--- src/shared/ldr_pkg.sv ---
// Constants for the display driver bus receiver and its helpers.
// Assumes a single 100 MHz system clock; nothing else is shared.
package ldr_pkg;

  // ----------------------------------------------------------------
  // Slave address
  // ----------------------------------------------------------------
  // Upper six address bits common to both slave addresses
  localparam logic [5:0] ADDR_PREFIX   = 6'h1C;
  localparam int         ADDR_SEL_POS  = 1;
  localparam int         ADDR_RW_POS   = 0;

  // ----------------------------------------------------------------
  // Byte framing
  // ----------------------------------------------------------------
  localparam logic [3:0] BYTE_BITS     = 4'h8;
  localparam int         CONT_POS      = 7;
  localparam int         DATA_W        = 8;

  // ----------------------------------------------------------------
  // Command decode
  // ----------------------------------------------------------------
  localparam int         CMD_PTR_POS   = 6;
  localparam logic [3:0] CMD_DEV_SEL   = 4'hC;

  // ----------------------------------------------------------------
  // Display RAM and data path
  // ----------------------------------------------------------------
  localparam int         RAM_DEPTH     = 40;
  localparam int         RAM_AW        = 6;
  localparam logic [5:0] RAM_LAST      = 6'h27;
  localparam logic [2:0] SUB_LAST      = 3'h7;
  localparam int         FIFO_DEPTH    = 8;
  localparam int         FIFO_W        = RAM_AW + DATA_W;

  // ----------------------------------------------------------------
  // Reset values
  // ----------------------------------------------------------------
  localparam logic [5:0] PTR_RST       = 6'h00;
  localparam logic [2:0] SUB_RST       = 3'h0;
  localparam logic [6:0] MODE_RST      = 7'h00;
  localparam logic [5:0] PINS_RST      = 6'h03;

  // Receiver states
  typedef enum logic [2:0] {
    ST_IDLE,
    ST_ADDR,
    ST_CMD,
    ST_DATA,
    ST_IGNORE
  } ldr_state_t;

endpackage

--- src/hdl/ldr_fifo.sv ---
// Small synchronous FIFO with valid/ready on both sides.
// Assumes one clock and an asynchronous active-high reset.
`timescale 1ns/10ps
module ldr_fifo #(
  parameter int W = 14,
  parameter int D = 8
) (
  input  wire logic         i_clk_sys,
  input  wire logic         i_reset,
  input  wire logic         i_in_valid,
  output logic              o_in_ready,
  input  wire logic [W-1:0] i_in_data,
  output logic              o_out_valid,
  input  wire logic         i_out_ready,
  output logic [W-1:0]      o_out_data
);
  localparam int AW = $clog2(D);
  localparam logic [AW:0] FULL = (AW+1)'(D);

  logic [W-1:0] mem_r [D];
  logic [AW-1:0] wr_r;
  logic [AW-1:0] rd_r;
  logic [AW:0]   cnt_r;
  logic          push;
  logic          pop;

  // ----------------------------------------------------------------
  // Handshakes
  // ----------------------------------------------------------------
  assign o_in_ready  = (cnt_r != FULL);
  assign o_out_valid = (cnt_r != '0);
  assign o_out_data  = mem_r[rd_r];
  assign push        = i_in_valid && o_in_ready;
  assign pop         = o_out_valid && i_out_ready;

  // Storage has no reset; only counters need defined values
  always_ff @(posedge i_clk_sys)
  begin
    if (push)
    begin
      mem_r[wr_r] <= i_in_data;
    end
  end

  // Pointers wrap at D, which need not be a power of two
  always_ff @(posedge i_clk_sys or posedge i_reset)
  begin
    if (i_reset)
    begin
      wr_r  <= '0;
      rd_r  <= '0;
      cnt_r <= '0;
    end
    else
    begin
      if (push)
      begin
        wr_r <= (wr_r == AW'(D - 1)) ? '0 : wr_r + AW'(1);
      end
      if (pop)
      begin
        rd_r <= (rd_r == AW'(D - 1)) ? '0 : rd_r + AW'(1);
      end
      cnt_r <= cnt_r + (AW+1)'(push) - (AW+1)'(pop);
    end
  end
endmodule

--- src/hdl/ldr_ram.sv ---
// Display RAM: one write port, one read port with registered data.
// Assumes one clock; contents are undefined after power-up.
`timescale 1ns/10ps
module ldr_ram #(
  parameter int W  = 8,
  parameter int D  = 40,
  parameter int AW = 6
) (
  input  wire logic          i_clk_sys,
  input  wire logic          i_reset,
  input  wire logic          i_we,
  input  wire logic [AW-1:0] i_waddr,
  input  wire logic [W-1:0]  i_wdata,
  input  wire logic [AW-1:0] i_raddr,
  output logic [W-1:0]       o_rdata
);
  logic [W-1:0] mem_r [D];

  // Writes beyond the depth are dropped
  always_ff @(posedge i_clk_sys)
  begin
    if (i_we && (i_waddr < AW'(D)))
    begin
      mem_r[i_waddr] <= i_wdata;
    end
  end

  // Read data registered; out of range reads as zero
  always_ff @(posedge i_clk_sys or posedge i_reset)
  begin
    if (i_reset)
    begin
      o_rdata <= '0;
    end
    else
    begin
      o_rdata <= (i_raddr < AW'(D)) ? mem_r[i_raddr] : '0;
    end
  end
endmodule

--- src/hdl/ldr_i2c_rx.sv ---
// Write-only two-wire bus slave receiver of a cascadable display driver.
// Assumes bus pins and strap pins are asynchronous to i_clk_sys and the
// clock runs far faster than the bus clock.
//
// Function
// [RULE1] Acts only as slave receiver; the sole output is acknowledge.
// [RULE2] Answers only the two slave addresses 0111000 and 0111001.
// [RULE3] Address bit 1 must equal the select strap, else transfer ignored.
// [RULE4] Read accesses are not answered; master sends bit 0 as zero.
// [RULE5] Every device with matching select strap acknowledges the address.
// [RULE6] Command bytes follow; a cleared top bit marks the final command.
// [RULE7] All addressed devices acknowledge every command byte.
// [RULE8] Later bytes are display data written at pointer, then pointers advance.
// [RULE9] Data is acknowledged only when subaddress counter equals the strap.
// [RULE10] Master ends with STOP or a repeated START.
// [RULE11] Data falling while clock high is START.
// [RULE12] Data rising while clock high is STOP.
// [RULE13] One bit per clock pulse; data stable while clock high.
// [RULE14] Each byte gets one acknowledge clock; byte count unlimited.
// [RULE15] Acknowledge holds data low across the whole acknowledge clock.
// [RULE16] Master starts only on an idle bus.
// [RULE17] Three subaddress pins form a binary subaddress, zero when all low.
// [RULE18] Controller executes commands, holds status, steers data into RAM.
// [RULE19] Subaddress strap stays constant during any access.
// [RULE20] Data past RAM end of the last device is dropped, not acknowledged.
// [RULE21] Bus lines are synchronised before edges and conditions are decoded.
`timescale 1ns/10ps
module ldr_i2c_rx (
  input  wire logic        i_clk_sys,
  input  wire logic        i_reset,
  input  wire logic        i_scl,
  input  wire logic        i_sda,
  output logic             o_sda_out,
  output logic             o_sda_oe,
  input  wire logic        i_address_select_pin,
  input  wire logic        i_subaddress_pin_bit0,
  input  wire logic        i_subaddress_pin_bit1,
  input  wire logic        i_subaddress_pin_bit2,
  input  wire logic        i_ram_hold,
  input  wire logic [5:0]  i_disp_raddr,
  output logic [7:0]       o_disp_rdata,
  output logic [6:0]       o_mode,
  output logic [5:0]       o_data_ptr,
  output logic [2:0]       o_sub_cnt,
  output logic             o_overflow,
  output logic             o_busy
);

  // ----------------------------------------------------------------
  // Functions
  // ----------------------------------------------------------------
  // Filtered bit follows the synchroniser only when two stages agree
  function automatic logic [5:0] agree(input logic [5:0] a,
                                       input logic [5:0] b,
                                       input logic [5:0] cur);
    logic [5:0] same;
    same  = ~(a ^ b);
    agree = (a & same) | (cur & ~same);
  endfunction

  // Advance of the pointer pair; carry goes into the subaddress
  function automatic logic [9:0] advance(input logic [5:0] ptr,
                                         input logic [2:0] sub,
                                         input logic       ovf);
    logic [5:0] p;
    logic [2:0] s;
    logic       o;
    p = ptr + 6'h01;
    s = sub;
    o = ovf;
    if (ptr >= ldr_pkg::RAM_LAST)
    begin
      p = ldr_pkg::PTR_RST;
      if (sub == ldr_pkg::SUB_LAST)
      begin
        o = 1'b1;
      end
      else
      begin
        s = sub + 3'h1;
      end
    end
    advance = {o, s, p};
  endfunction

  // ----------------------------------------------------------------
  // Input synchroniser
  // ----------------------------------------------------------------
  logic [5:0] sync1_r;
  logic [5:0] sync2_r;
  logic [5:0] sync3_r;
  logic [5:0] pins_r;
  logic [5:0] prev_r;

  // Stage one feeds stage two and nothing else
  always_ff @(posedge i_clk_sys or posedge i_reset)
  begin
    if (i_reset)
    begin
      sync1_r <= ldr_pkg::PINS_RST;
      sync2_r <= ldr_pkg::PINS_RST;
      sync3_r <= ldr_pkg::PINS_RST;
      pins_r  <= ldr_pkg::PINS_RST;
      prev_r  <= ldr_pkg::PINS_RST;
    end
    else
    begin
      sync1_r <= {i_subaddress_pin_bit2, i_subaddress_pin_bit1,
                  i_subaddress_pin_bit0, i_address_select_pin, i_sda, i_scl};
      sync2_r <= sync1_r;
      sync3_r <= sync2_r;
      pins_r  <= agree(sync2_r, sync3_r, pins_r); // see [RULE21]
      prev_r  <= pins_r;
    end
  end

  // ----------------------------------------------------------------
  // Bus event decode
  // ----------------------------------------------------------------
  logic       scl;
  logic       sda;
  logic       sel_strap;
  logic [2:0] sub_strap;
  logic       scl_rise;
  logic       scl_fall;
  logic       start_ev;
  logic       stop_ev;

  // Strap levels are taken from the filtered pins
  assign scl       = pins_r[0];
  assign sda       = pins_r[1];
  assign sel_strap = pins_r[2];
  assign sub_strap = pins_r[5:3];  // see [RULE17]
  assign scl_rise  = scl && !prev_r[0];
  assign scl_fall  = !scl && prev_r[0];
  // Data moving under a high clock is a condition, not a bit
  assign start_ev  = scl && prev_r[0] && prev_r[1] && !sda; // see [RULE11] [RULE13]
  assign stop_ev   = scl && prev_r[0] && !prev_r[1] && sda; // see [RULE12] [RULE13]

  // ----------------------------------------------------------------
  // Bit engine
  // ----------------------------------------------------------------
  ldr_pkg::ldr_state_t state_r;
  logic [3:0] bit_cnt_r;
  logic [7:0] shift_r;
  logic       ack_phase_r;
  logic       byte_done;
  logic       ack_end;
  logic       active;

  assign active    = (state_r != ldr_pkg::ST_IDLE) && (state_r != ldr_pkg::ST_IGNORE);
  assign byte_done = scl_fall && !ack_phase_r && (bit_cnt_r == ldr_pkg::BYTE_BITS);
  assign ack_end   = scl_fall && ack_phase_r;

  // Shift on rising clock; the ninth clock is the acknowledge slot
  always_ff @(posedge i_clk_sys or posedge i_reset)
  begin
    if (i_reset)
    begin
      bit_cnt_r   <= '0;
      shift_r     <= '0;
      ack_phase_r <= 1'b0;
    end
    else if (start_ev || stop_ev)
    begin
      bit_cnt_r   <= '0;
      ack_phase_r <= 1'b0;
    end
    else
    begin
      if (scl_rise && !ack_phase_r && (bit_cnt_r != ldr_pkg::BYTE_BITS))
      begin
        shift_r   <= {shift_r[6:0], sda};            // see [RULE13]
        bit_cnt_r <= bit_cnt_r + 4'h1;
      end
      if (byte_done)
      begin
        ack_phase_r <= 1'b1;                         // see [RULE14]
      end
      if (ack_end)
      begin
        ack_phase_r <= 1'b0;
        bit_cnt_r   <= '0;                           // see [RULE14]
      end
    end
  end

  // ----------------------------------------------------------------
  // Byte classification
  // ----------------------------------------------------------------
  logic addr_hit;
  logic data_hit;
  logic fifo_in_ready;
  logic ack_dec;
  logic [5:0] ptr_r;
  logic [2:0] sub_r;
  logic       ovf_r;

  // Fixed prefix, strap on bit 1 and write direction only
  assign addr_hit = (shift_r[7:2] == ldr_pkg::ADDR_PREFIX)        // see [RULE2]
                  && (shift_r[ldr_pkg::ADDR_SEL_POS] == sel_strap) // see [RULE3]
                  && !shift_r[ldr_pkg::ADDR_RW_POS];               // see [RULE4]
  // Past the last device in a cascade nobody owns the byte
  assign data_hit = (sub_r == sub_strap) && !ovf_r                 // see [RULE9] [RULE20]
                  && (ptr_r <= ldr_pkg::RAM_LAST);

  // Decide acknowledge for the byte just completed
  always_comb
  begin
    ack_dec = 1'b0;
    unique case (state_r)
      ldr_pkg::ST_ADDR:   ack_dec = addr_hit;                  // see [RULE5]
      ldr_pkg::ST_CMD:    ack_dec = 1'b1;                      // see [RULE7]
      // A full FIFO refuses the byte by withholding acknowledge
      ldr_pkg::ST_DATA:   ack_dec = data_hit && fifo_in_ready; // see [RULE9]
      ldr_pkg::ST_IDLE:   ack_dec = 1'b0;
      ldr_pkg::ST_IGNORE: ack_dec = 1'b0;
    endcase
  end

  // ----------------------------------------------------------------
  // Transfer state
  // ----------------------------------------------------------------
  // A repeated START restarts from the address byte
  always_ff @(posedge i_clk_sys or posedge i_reset)
  begin
    if (i_reset)
    begin
      state_r <= ldr_pkg::ST_IDLE;
    end
    else if (start_ev)
    begin
      state_r <= ldr_pkg::ST_ADDR;                   // see [RULE11]
    end
    else if (stop_ev)
    begin
      state_r <= ldr_pkg::ST_IDLE;                   // see [RULE12]
    end
    else if (byte_done)
    begin
      unique case (state_r)
        ldr_pkg::ST_ADDR:
          state_r <= addr_hit ? ldr_pkg::ST_CMD : ldr_pkg::ST_IGNORE; // see [RULE3]
        ldr_pkg::ST_CMD:
          if (!shift_r[ldr_pkg::CONT_POS])
          begin
            state_r <= ldr_pkg::ST_DATA;             // see [RULE6]
          end
        ldr_pkg::ST_DATA:   state_r <= ldr_pkg::ST_DATA;
        ldr_pkg::ST_IDLE:   state_r <= ldr_pkg::ST_IDLE;
        ldr_pkg::ST_IGNORE: state_r <= ldr_pkg::ST_IGNORE;
      endcase
    end
  end

  // ----------------------------------------------------------------
  // Acknowledge driver
  // ----------------------------------------------------------------
  // Pull low from the fall after bit 8 to the fall after the ninth
  // clock, so the line is settled across the whole high phase
  always_ff @(posedge i_clk_sys or posedge i_reset)
  begin
    if (i_reset)
    begin
      o_sda_oe  <= 1'b0;
      o_sda_out <= 1'b0;
    end
    else
    begin
      o_sda_out <= 1'b0;                             // see [RULE1]
      if (start_ev || stop_ev || ack_end)
      begin
        o_sda_oe <= 1'b0;
      end
      else if (byte_done)
      begin
        o_sda_oe <= ack_dec;                         // see [RULE15]
      end
    end
  end

  // ----------------------------------------------------------------
  // Command execution and pointers
  // ----------------------------------------------------------------
  logic       cmd_exec;
  logic       data_byte;
  logic [9:0] adv;

  assign cmd_exec  = byte_done && (state_r == ldr_pkg::ST_CMD);
  assign data_byte = byte_done && (state_r == ldr_pkg::ST_DATA);
  assign adv       = advance(ptr_r, sub_r, ovf_r);

  // Every addressed device tracks the pointers so the cascade agrees
  always_ff @(posedge i_clk_sys or posedge i_reset)
  begin
    if (i_reset)
    begin
      ptr_r  <= ldr_pkg::PTR_RST;
      sub_r  <= ldr_pkg::SUB_RST;
      ovf_r  <= 1'b0;
      o_mode <= ldr_pkg::MODE_RST;
    end
    else if (cmd_exec)
    begin
      if (!shift_r[ldr_pkg::CMD_PTR_POS])
      begin
        ptr_r <= shift_r[5:0];                       // see [RULE18]
        ovf_r <= 1'b0;
      end
      else if (shift_r[6:3] == ldr_pkg::CMD_DEV_SEL)
      begin
        sub_r <= shift_r[2:0];                       // see [RULE18]
        ovf_r <= 1'b0;
      end
      else
      begin
        o_mode <= shift_r[6:0];                      // see [RULE18]
      end
    end
    else if (data_byte && !ovf_r)
    begin
      {ovf_r, sub_r, ptr_r} <= adv;                  // see [RULE8] [RULE20]
    end
  end

  // ----------------------------------------------------------------
  // Data path: FIFO into display RAM
  // ----------------------------------------------------------------
  logic                        fifo_push;
  logic                        fifo_out_valid;
  logic [ldr_pkg::FIFO_W-1:0]  fifo_out_data;
  logic                        ram_we;

  // Only the owning device stores the byte
  assign fifo_push = data_byte && data_hit;          // see [RULE8] [RULE9]
  // Display side may stall the drain, which fills the FIFO
  assign ram_we    = fifo_out_valid && !i_ram_hold;

  ldr_fifo #(
    .W (ldr_pkg::FIFO_W),
    .D (ldr_pkg::FIFO_DEPTH)
  ) u_fifo (
    .i_clk_sys   (i_clk_sys),
    .i_reset     (i_reset),
    .i_in_valid  (fifo_push),
    .o_in_ready  (fifo_in_ready),
    .i_in_data   ({ptr_r, shift_r}),
    .o_out_valid (fifo_out_valid),
    .i_out_ready (!i_ram_hold),
    .o_out_data  (fifo_out_data)
  );

  ldr_ram #(
    .W  (ldr_pkg::DATA_W),
    .D  (ldr_pkg::RAM_DEPTH),
    .AW (ldr_pkg::RAM_AW)
  ) u_ram (
    .i_clk_sys (i_clk_sys),
    .i_reset   (i_reset),
    .i_we      (ram_we),                             // see [RULE18]
    .i_waddr   (fifo_out_data[ldr_pkg::FIFO_W-1:ldr_pkg::DATA_W]),
    .i_wdata   (fifo_out_data[ldr_pkg::DATA_W-1:0]),
    .i_raddr   (i_disp_raddr),
    .o_rdata   (o_disp_rdata)
  );

  // ----------------------------------------------------------------
  // Status outputs
  // ----------------------------------------------------------------
  always_ff @(posedge i_clk_sys or posedge i_reset)
  begin
    if (i_reset)
    begin
      o_data_ptr <= ldr_pkg::PTR_RST;
      o_sub_cnt  <= ldr_pkg::SUB_RST;
      o_overflow <= 1'b0;
      o_busy     <= 1'b0;
    end
    else
    begin
      o_data_ptr <= ptr_r;
      o_sub_cnt  <= sub_r;
      o_overflow <= ovf_r;
      o_busy     <= active || fifo_out_valid;
    end
  end

endmodule

--- config.mk ---
export PLATFORM = sky130hd
export DESIGN_NAME = ldr_i2c_rx
export DESIGN_NICKNAME = d
export VERILOG_FILES = /design/src/shared/ldr_pkg.sv /design/src/hdl/ldr_fifo.sv /design/src/hdl/ldr_ram.sv /design/src/hdl/ldr_i2c_rx.sv
export SDC_FILE = /design/constraint.sdc
export NUM_CORES = 1
export LEC_CHECK = 0
export BUFFER_PORTS_ARGS = -buffer_cell sky130_fd_sc_hd__clkbuf_2
export CELL_PAD_IN_SITES_DETAIL_PLACEMENT = 1
export CELL_PAD_IN_SITES_GLOBAL_PLACEMENT = 2
export CORE_ASPECT_RATIO = 0.5
export CORE_UTILIZATION = 36
export CTS_CLUSTER_DIAMETER = 40
export DETAILED_ROUTE_END_ITERATION = 8
export GPL_TIMING_DRIVEN = 1
export PLACE_DENSITY_LB_ADDON = 0.1
export SLEW_MARGIN = 20
export SYNTH_ARGS = -nofsm -noshare
export SYNTH_HDL_FRONTEND = slang
export SYNTH_HIERARCHICAL = 1
export SYNTH_SLANG_ARGS = --single-unit
--- constraint.sdc ---
create_clock -name i_clk_sys -period 4 [get_ports i_clk_sys]
set_input_delay 0.8 -clock i_clk_sys [delete_from_list [all_inputs] [get_ports i_clk_sys]]
set_output_delay 0.8 -clock i_clk_sys [all_outputs]
set_load 0.02 [all_outputs]
---- Word-level counts from Yosys, hierarchy flattened ----
Memories as Yosys holds them, arrays and structs flattened.
Index checks and enable logic that the tools add are counted.
word-level totals
  flip-flop bits (word level) ............. 89
  RAM bits ................................ 432
  input bits .............................. 15
  output and inout port bits .............. 28
  word-level logic and storage cells ...... 155
  memories ................................ 2
memory list
  memory        depth  bits a word  rd ports  clocked after memory_dff  wr ports  RTL line        RTL
  u_ram.mem_r   40     8            1         0                         1         ldr_ram.sv:17   logic [W-1:0] mem_r [D];
  u_fifo.mem_r  8      14           1         0                         1         ldr_fifo.sv:20  logic [W-1:0] mem_r [D];
operators by class
  $add $sub $neg .......................... 7
  order comparisons ....................... 4
  equal/unequal tests ..................... 21
  mux-type cells .......................... 38
  bitwise logic cells ..................... 8
  reductions and logical operators ........ 53
operators by type and width
  operator               number
  $mux W3                13
  $logic_and A1 B1 Y1    25
  $mux W6                4
  $mux W1                15
  $pmux W3 S5            1
  $and A6 B6 Y6          2
  $eq A3 B3 Y1 const B   4
  $lt A6 B6 Y1 const B   2
  $mux W4                3
  $ne A4 B4 Y1 const B   3
  $not A6 Y6             2
  $reduce_bool A3 Y1     4
  $add A3 B1 Y3 const B  3
  $eq A4 B4 Y1 const B   2
  $logic_not A1 Y1       8
  $mux W8                1
  $reduce_bool A2 Y1     4
  $add A6 B1 Y6 const B  1
  $eq A3 B2 Y1 const B   2
  $eq A6 B5 Y1 const B   1
  $ge A6 B6 Y1 const B   1
  $le A6 B6 Y1 const B   1
  $ne A2 B2 Y1 const B   3
  $or A6 B6 Y6           1
  20 further kinds       25

---- Depth between registers and ports, before layout ----
  depth after elaboration ................. 9
  gate-level depth with buffers ........... 12
  gate-level depth less buffers ........... 12

---- Hierarchy ----
The synthesis kept the hierarchy.
by module, submodules not included
  module      instances  cells each  area an instance (µm²)  seq. area each (µm²)
  ldr_ram     1          644         12927.4                 9809.4
  ldr_fifo    1          219         4928.5                  3613.5
  ldr_i2c_rx  1          238         2900.3                  1789.2

---- Worst setup path before layout ----
Ideal clock, no wire load.
  kind .................................... register to register
  from .................................... register bit_cnt_r[0]
  to ...................................... memory u_fifo.mem_r[0][0] (enable)
  library setup time ...................... 0.421 ns
  arrival ................................. 2.707 ns
  data required time ...................... 3.579 ns
  path slack .............................. 0.872 ns
  cell stages (with the launch flop) ...... 8
  buffers on the path ..................... 0
  clock period less this slack ............ 3.128 ns
  path through ............................ dfrtp_1 inv_1 ha_1 nand4b_1 nor4_1 and3_1 nand2_2 nor4_1
on the way
  cells in the longest elaborated chain, start to end .. 7
ends and longest elaborated chain
  item                           RTL line           RTL
  start, declared                ldr_i2c_rx.sv:144  logic [3:0] bit_cnt_r;
  start signal, assigned         ldr_i2c_rx.sv:174  bit_cnt_r <= bit_cnt_r + 4'h1;
  $eq A4 B4 Y1                   ldr_i2c_rx.sv:152  assign byte_done = scl_fall && !ack_phase_r && (bit_cnt_r == ldr_pkg::BYTE_BITS);
  $logic_and A1 B1 Y1            ldr_i2c_rx.sv:152
  $logic_and A1 B1 Y1            ldr_i2c_rx.sv:290  assign data_byte = byte_done && (state_r == ldr_pkg::ST_DATA);
  $logic_and A1 B1 Y1            ldr_i2c_rx.sv:335  assign fifo_push = data_byte && data_hit;
  net fifo_push                  ldr_i2c_rx.sv:329  logic fifo_push;
  $logic_and A1 B1 Y1            ldr_fifo.sv:33     assign push = i_in_valid && o_in_ready;
  $mux W1                        ldr_fifo.sv:39     if (push)
  $mux W1 (not written as such)  ldr_fifo.sv:41     mem_r[wr_r] <= i_in_data;
  end, declared                  ldr_fifo.sv:20
The timed path passes the listed nets, and every way through them passes these cells.

---- Worst setup path after layout ----
  from .................................... register u_fifo.rd_r[0]
  to ...................................... memory u_ram.mem_r[20][3], in the netlist u_ram/mem_r[10][3] (enable)
on the way
  cells in the longest elaborated chain, start to end .. 5
ends and longest elaborated chain
  item                           RTL line           RTL
  start, declared                ldr_fifo.sv:22     logic [AW-1:0] rd_r;
  start signal, assigned         ldr_fifo.sv:62     rd_r <= (rd_r == AW'(D - 1)) ? '0 : rd_r + AW'(1);
  $mem_v2 Z8 W14 *               n/a
  net fifo_out_data, one bit     ldr_i2c_rx.sv:331  logic [ldr_pkg::FIFO_W-1:0] fifo_out_data;
  $lt A6 B6 Y1                   ldr_ram.sv:22      if (i_we && (i_waddr < AW'(D)))
  $logic_and A1 B1 Y1            ldr_ram.sv:22
  $mux W1                        ldr_ram.sv:22
  $mux W1 (not written as such)  ldr_ram.sv:24      mem_r[i_waddr] <= i_wdata;
  end, declared                  ldr_ram.sv:17
The timed path passes the listed nets; every way through them passes the cells marked *.

==> results.yml <==
outcome:
  outcome: "finished, final reports clean"
clocking:
  h-tree-depth: 2
  cts_hold_buf: 0
  postCtsResizedCells: 0
  cts_buffer_depth: 3
  path_clk_slew_ns: 0.06
  post_cts_buffers: 0
  cts.sinks: 521
  cts_root_buf: "clkbuf_16"
  cts_buffers: 55
  cts_tree: "yes"
  clock_latency_ns: 0.60
routing:
  via_count: 10430
  wl_per_cell_um: 24.35
  ant_nets: 0
  dr.pass1.iters: 5
  routed_wl_um: 49170
  via_per_inst: 5.166
  drt-initial-drc-count: 586
  drc: 0
timing:
  finalSetupTns_ns: 0
  worstMarginPinSlew_ns: 1.074
  finalSetupViolCount: 0
  min_period_ns: 3.586
  hold_violations: 0
  fin_skew_ns: 0.02122
  rsz0062_at_grt: "false"
  maxSlewViolCount: 0
  final.period_utilization_pct: 89.65
  max_freq_mhz: 278.9
  slew_headroom_pct: 28.38
setup_path:
  crit_chain: "buf_4 > mux4_1 > mux2_2 > o21ai_0 > nand2_1 > nor2_1 > nand3b_1 > nor2_1"
  r2r-start: "u_fifo/rd_r[0]"
  r2r_cells: 8
  critPathBufInv: 1
  cp_top_family: "simple AND/OR/NAND/NOR gates"
  slowest_delay_ns: 0.66
  cp_slowest_cell: "nor2_1"
  crit_arrival_ns: 3.81
  cpMostUsedCell: "nor2_1"
  critPathMaxFanout: 10
  cp-start-kind: "flip-flop"
  endpoint_kind: "flip-flop"
  crit_required_ns: 4.22
  reg2reg_to: "u_ram/mem_r[10][3]"
  rrSetupSlack_ns: 0.41
  crit_type: "reg -> reg"
finish:
  drive_gt1_share_pct: 23.91
  design_area_um2: 23970
  layout.nets: 1249
  fillers: 5331
  fin_util_pct: 42.61
  area_delta_synth_final_pct: 15.48
  diodes: 0
  regArea_um2: 15210
  multi_input_area_um2: 5120
placement:
  portBuffers: 41
  placed_cell_area_um2: 22100
  gp_congestion: 0.7781
  dpl.hpwl_um: 31380
die:
  start_util_pct: 36.90
  die_y_um: 171.8
  io-pin-count: 43
  die_w_um: 341.6
  num_rows: 61
  core_area_um2: 56250
  die_area_um2: 58680
global_route:
  grtUsageTotal_pct: 17.29
  grt_pass1_vias: 11330
  grt_pass1_wl_um: 74330
  antenna_found_initial: 2
  grt-ovfl-total: 0
  grt_max_degree: 56
pwr:
  p_leak_nw: 8.388
  power_density_nw_per_um2: 608.8
  peakVddDrop_v: 0.0003286
synthesis:
  ys_warn_count: 6
  avgSynthCellArea_um2: 18.85
  ys_types: 70
  syn_area_um2: 20760
  yosysTopAreaCell: "edfxtp_1"
  synth_edf_count: 432
  ys_async_sr_fraction_pct: 17.08
  synth_top_area_share_pct: 62.50
  ys_seq_area_share_pct: 73.29
  ys_ff_latch: 521
  synth_cells: 1101
  synth_area_leaders: "edfxtp_1, dfrtp_1, mux4_1, mux4_2, mux2i_1"
  synth-main-ff-cell: "edfxtp_1"
  syn_nets: 1132
flow_run:
  max_cap_violations: 0
min_path:
  hold_class: "in -> async"
## through the flow
| stage | power, mW | hold WS (ns) | setup slack, ns | instances |
|---|---|---|---|---|
| finish | 14.59 | 0.2523 | 0.4141 | 2019 |
| global route | 15.24 | 0.2537 | 0.2104 | 2019 |
| CTS | 14.87 | 0.2070 | 0.4218 | 2019 |
| detailed placement | 9.550 | 0.3397 | 0.4736 | 1917 |
| global placement | 9.480 | 0.3323 | 0.5527 | 1917 |
| floorplan | 8.461 | 0.3312 | 0.8722 | 1101 |
## state kept, by name, indices dropped and copies added, names as in the netlist, 2 cells and up, named ones only
register,count
u_ram/mem_r,320
u_fifo/mem_r,112
shift_r,8
u_ram/o_rdata,8
o_mode,7
o_data_ptr,6
ptr_r,6
sync1_r,6
sync2_r,6
sync3_r,6
bit_cnt_r,4
u_fifo/cnt_r,4
o_sub_cnt,3
state_r,3
sub_r,3
u_fifo/rd_r,3
u_fifo/wr_r,3
prev_r,2
## cells in the final DEF, fill, tap and decap left out, types with 4 or more instances in the layout
cell        Yosys  routed
a211oi_1       12      12
a21oi_1        13      13
a32o_1          4       4
and3_1          5       5
buf_4           5      63
bufinv_16       0       5
clkbuf_1        9      13
clkbuf_16       0      57
clkbuf_2        1      40
clkbuf_8        0       4
clkinv_2        0       5
clkinvlp_4      0       5
dfrtp_1        79      79
dfstp_2        10      10
edfxtp_1      432     432
ha_1           15      15
inv_1          26      25
inv_6           0       7
maj3_1          6       6
mux2_2         36      35
mux2i_1        53      53
mux4_1         42      42
mux4_2         46      46
nand2_1        51      51
nand2b_1        7       7
nand3_1        13      13
nand3b_1        6       6
nor2_1         68      68
nor2b_1        11      11
nor3_1         14      10
nor3_2          0       4
nor4_1          8       7
o21ai_0        15      15
o21ai_1         4       4
o22ai_1        11      11
or3_1           4       4
xnor2_1         8       8
## power by group
part	switching, mW	total [mW]	leakage, nW	internal (mW)
Sequential	0.293	7.19	5.00	6.90
Clock	2.20	5.25	0.900	3.05
Combinational	1.54	2.15	2.49	0.611
## logic make-up after synthesis
| group | Yosys count | share of synthesized area, % |
|---|---|---|
| other | 1 | 0.01807 |
| flip-flops | 521 | 73.29 |
| multiplexers | 177 | 14.82 |
| XOR/XNOR | 10 | 0.4220 |
| adder cells (fa/ha/maj) | 22 | 1.290 |
| AND/OR/NAND/NOR | 208 | 4.961 |
| buffers and inverters | 72 | 2.188 |
| AO/OA/AOI/OAI | 90 | 3.014 |
## synth_stat cells (4+ instances only)
master and n:
nand2b_1 7, a32o_1 4, nand3b_1 6, buf_6 12, clkbuf_1 9, mux4_2 46, a211oi_1 12, buf_2 11
or3_1 4, o21ai_0 15, buf_1 4, o22ai_1 11, nand2_1 51, inv_1 26, nor4_1 8, o21ai_1 4
edfxtp_1 432, mux2_2 36, ha_1 15, buf_4 5, nor2_1 68, dfrtp_1 79, xnor2_1 8, and3_1 5
nand3_1 13, dfstp_2 10, nor2b_1 11, a21oi_1 13, mux4_1 42, mux2i_1 53, maj3_1 6, nor3_1 14
## metal layers
metal / routed length, µm / vias to the layer above / global-route usage, %
met2: 24130 / 195 / 29.27
li1: - / 4649 / -
met3: 1955 / 69 / 3.172
met5: 0 / - / 0
met1: 22210 / 5517 / 23.23
met4: 866 / 0 / 3.977
## cell type report
class                      count  area share [%]
clock buffer                  74           6.384
multi-input combinational    508           21.36
tap                          756           3.946
inverter                      26          0.4176
clock inverter                28           1.404
sequential                   521           63.47
timing repair buffer         106           3.022
## worst max-delay path by stage
stage,cells past startpoint,to,startpoint
final,8,u_ram/mem_r[10][3],u_fifo/rd_r[0]
after global routing,8,u_ram/mem_r[10][3],u_fifo/rd_r[0]
after CTS,8,u_ram/mem_r[10][4],u_fifo/rd_r[0]
after detailed placement,8,u_ram/mem_r[10][1],u_fifo/rd_r[0]
after global placement,8,u_ram/mem_r[34][3],u_fifo/rd_r[0]
after floorplan,7,u_fifo/mem_r[0][0],bit_cnt_r[0]
(Power assumes the default switching activity.)
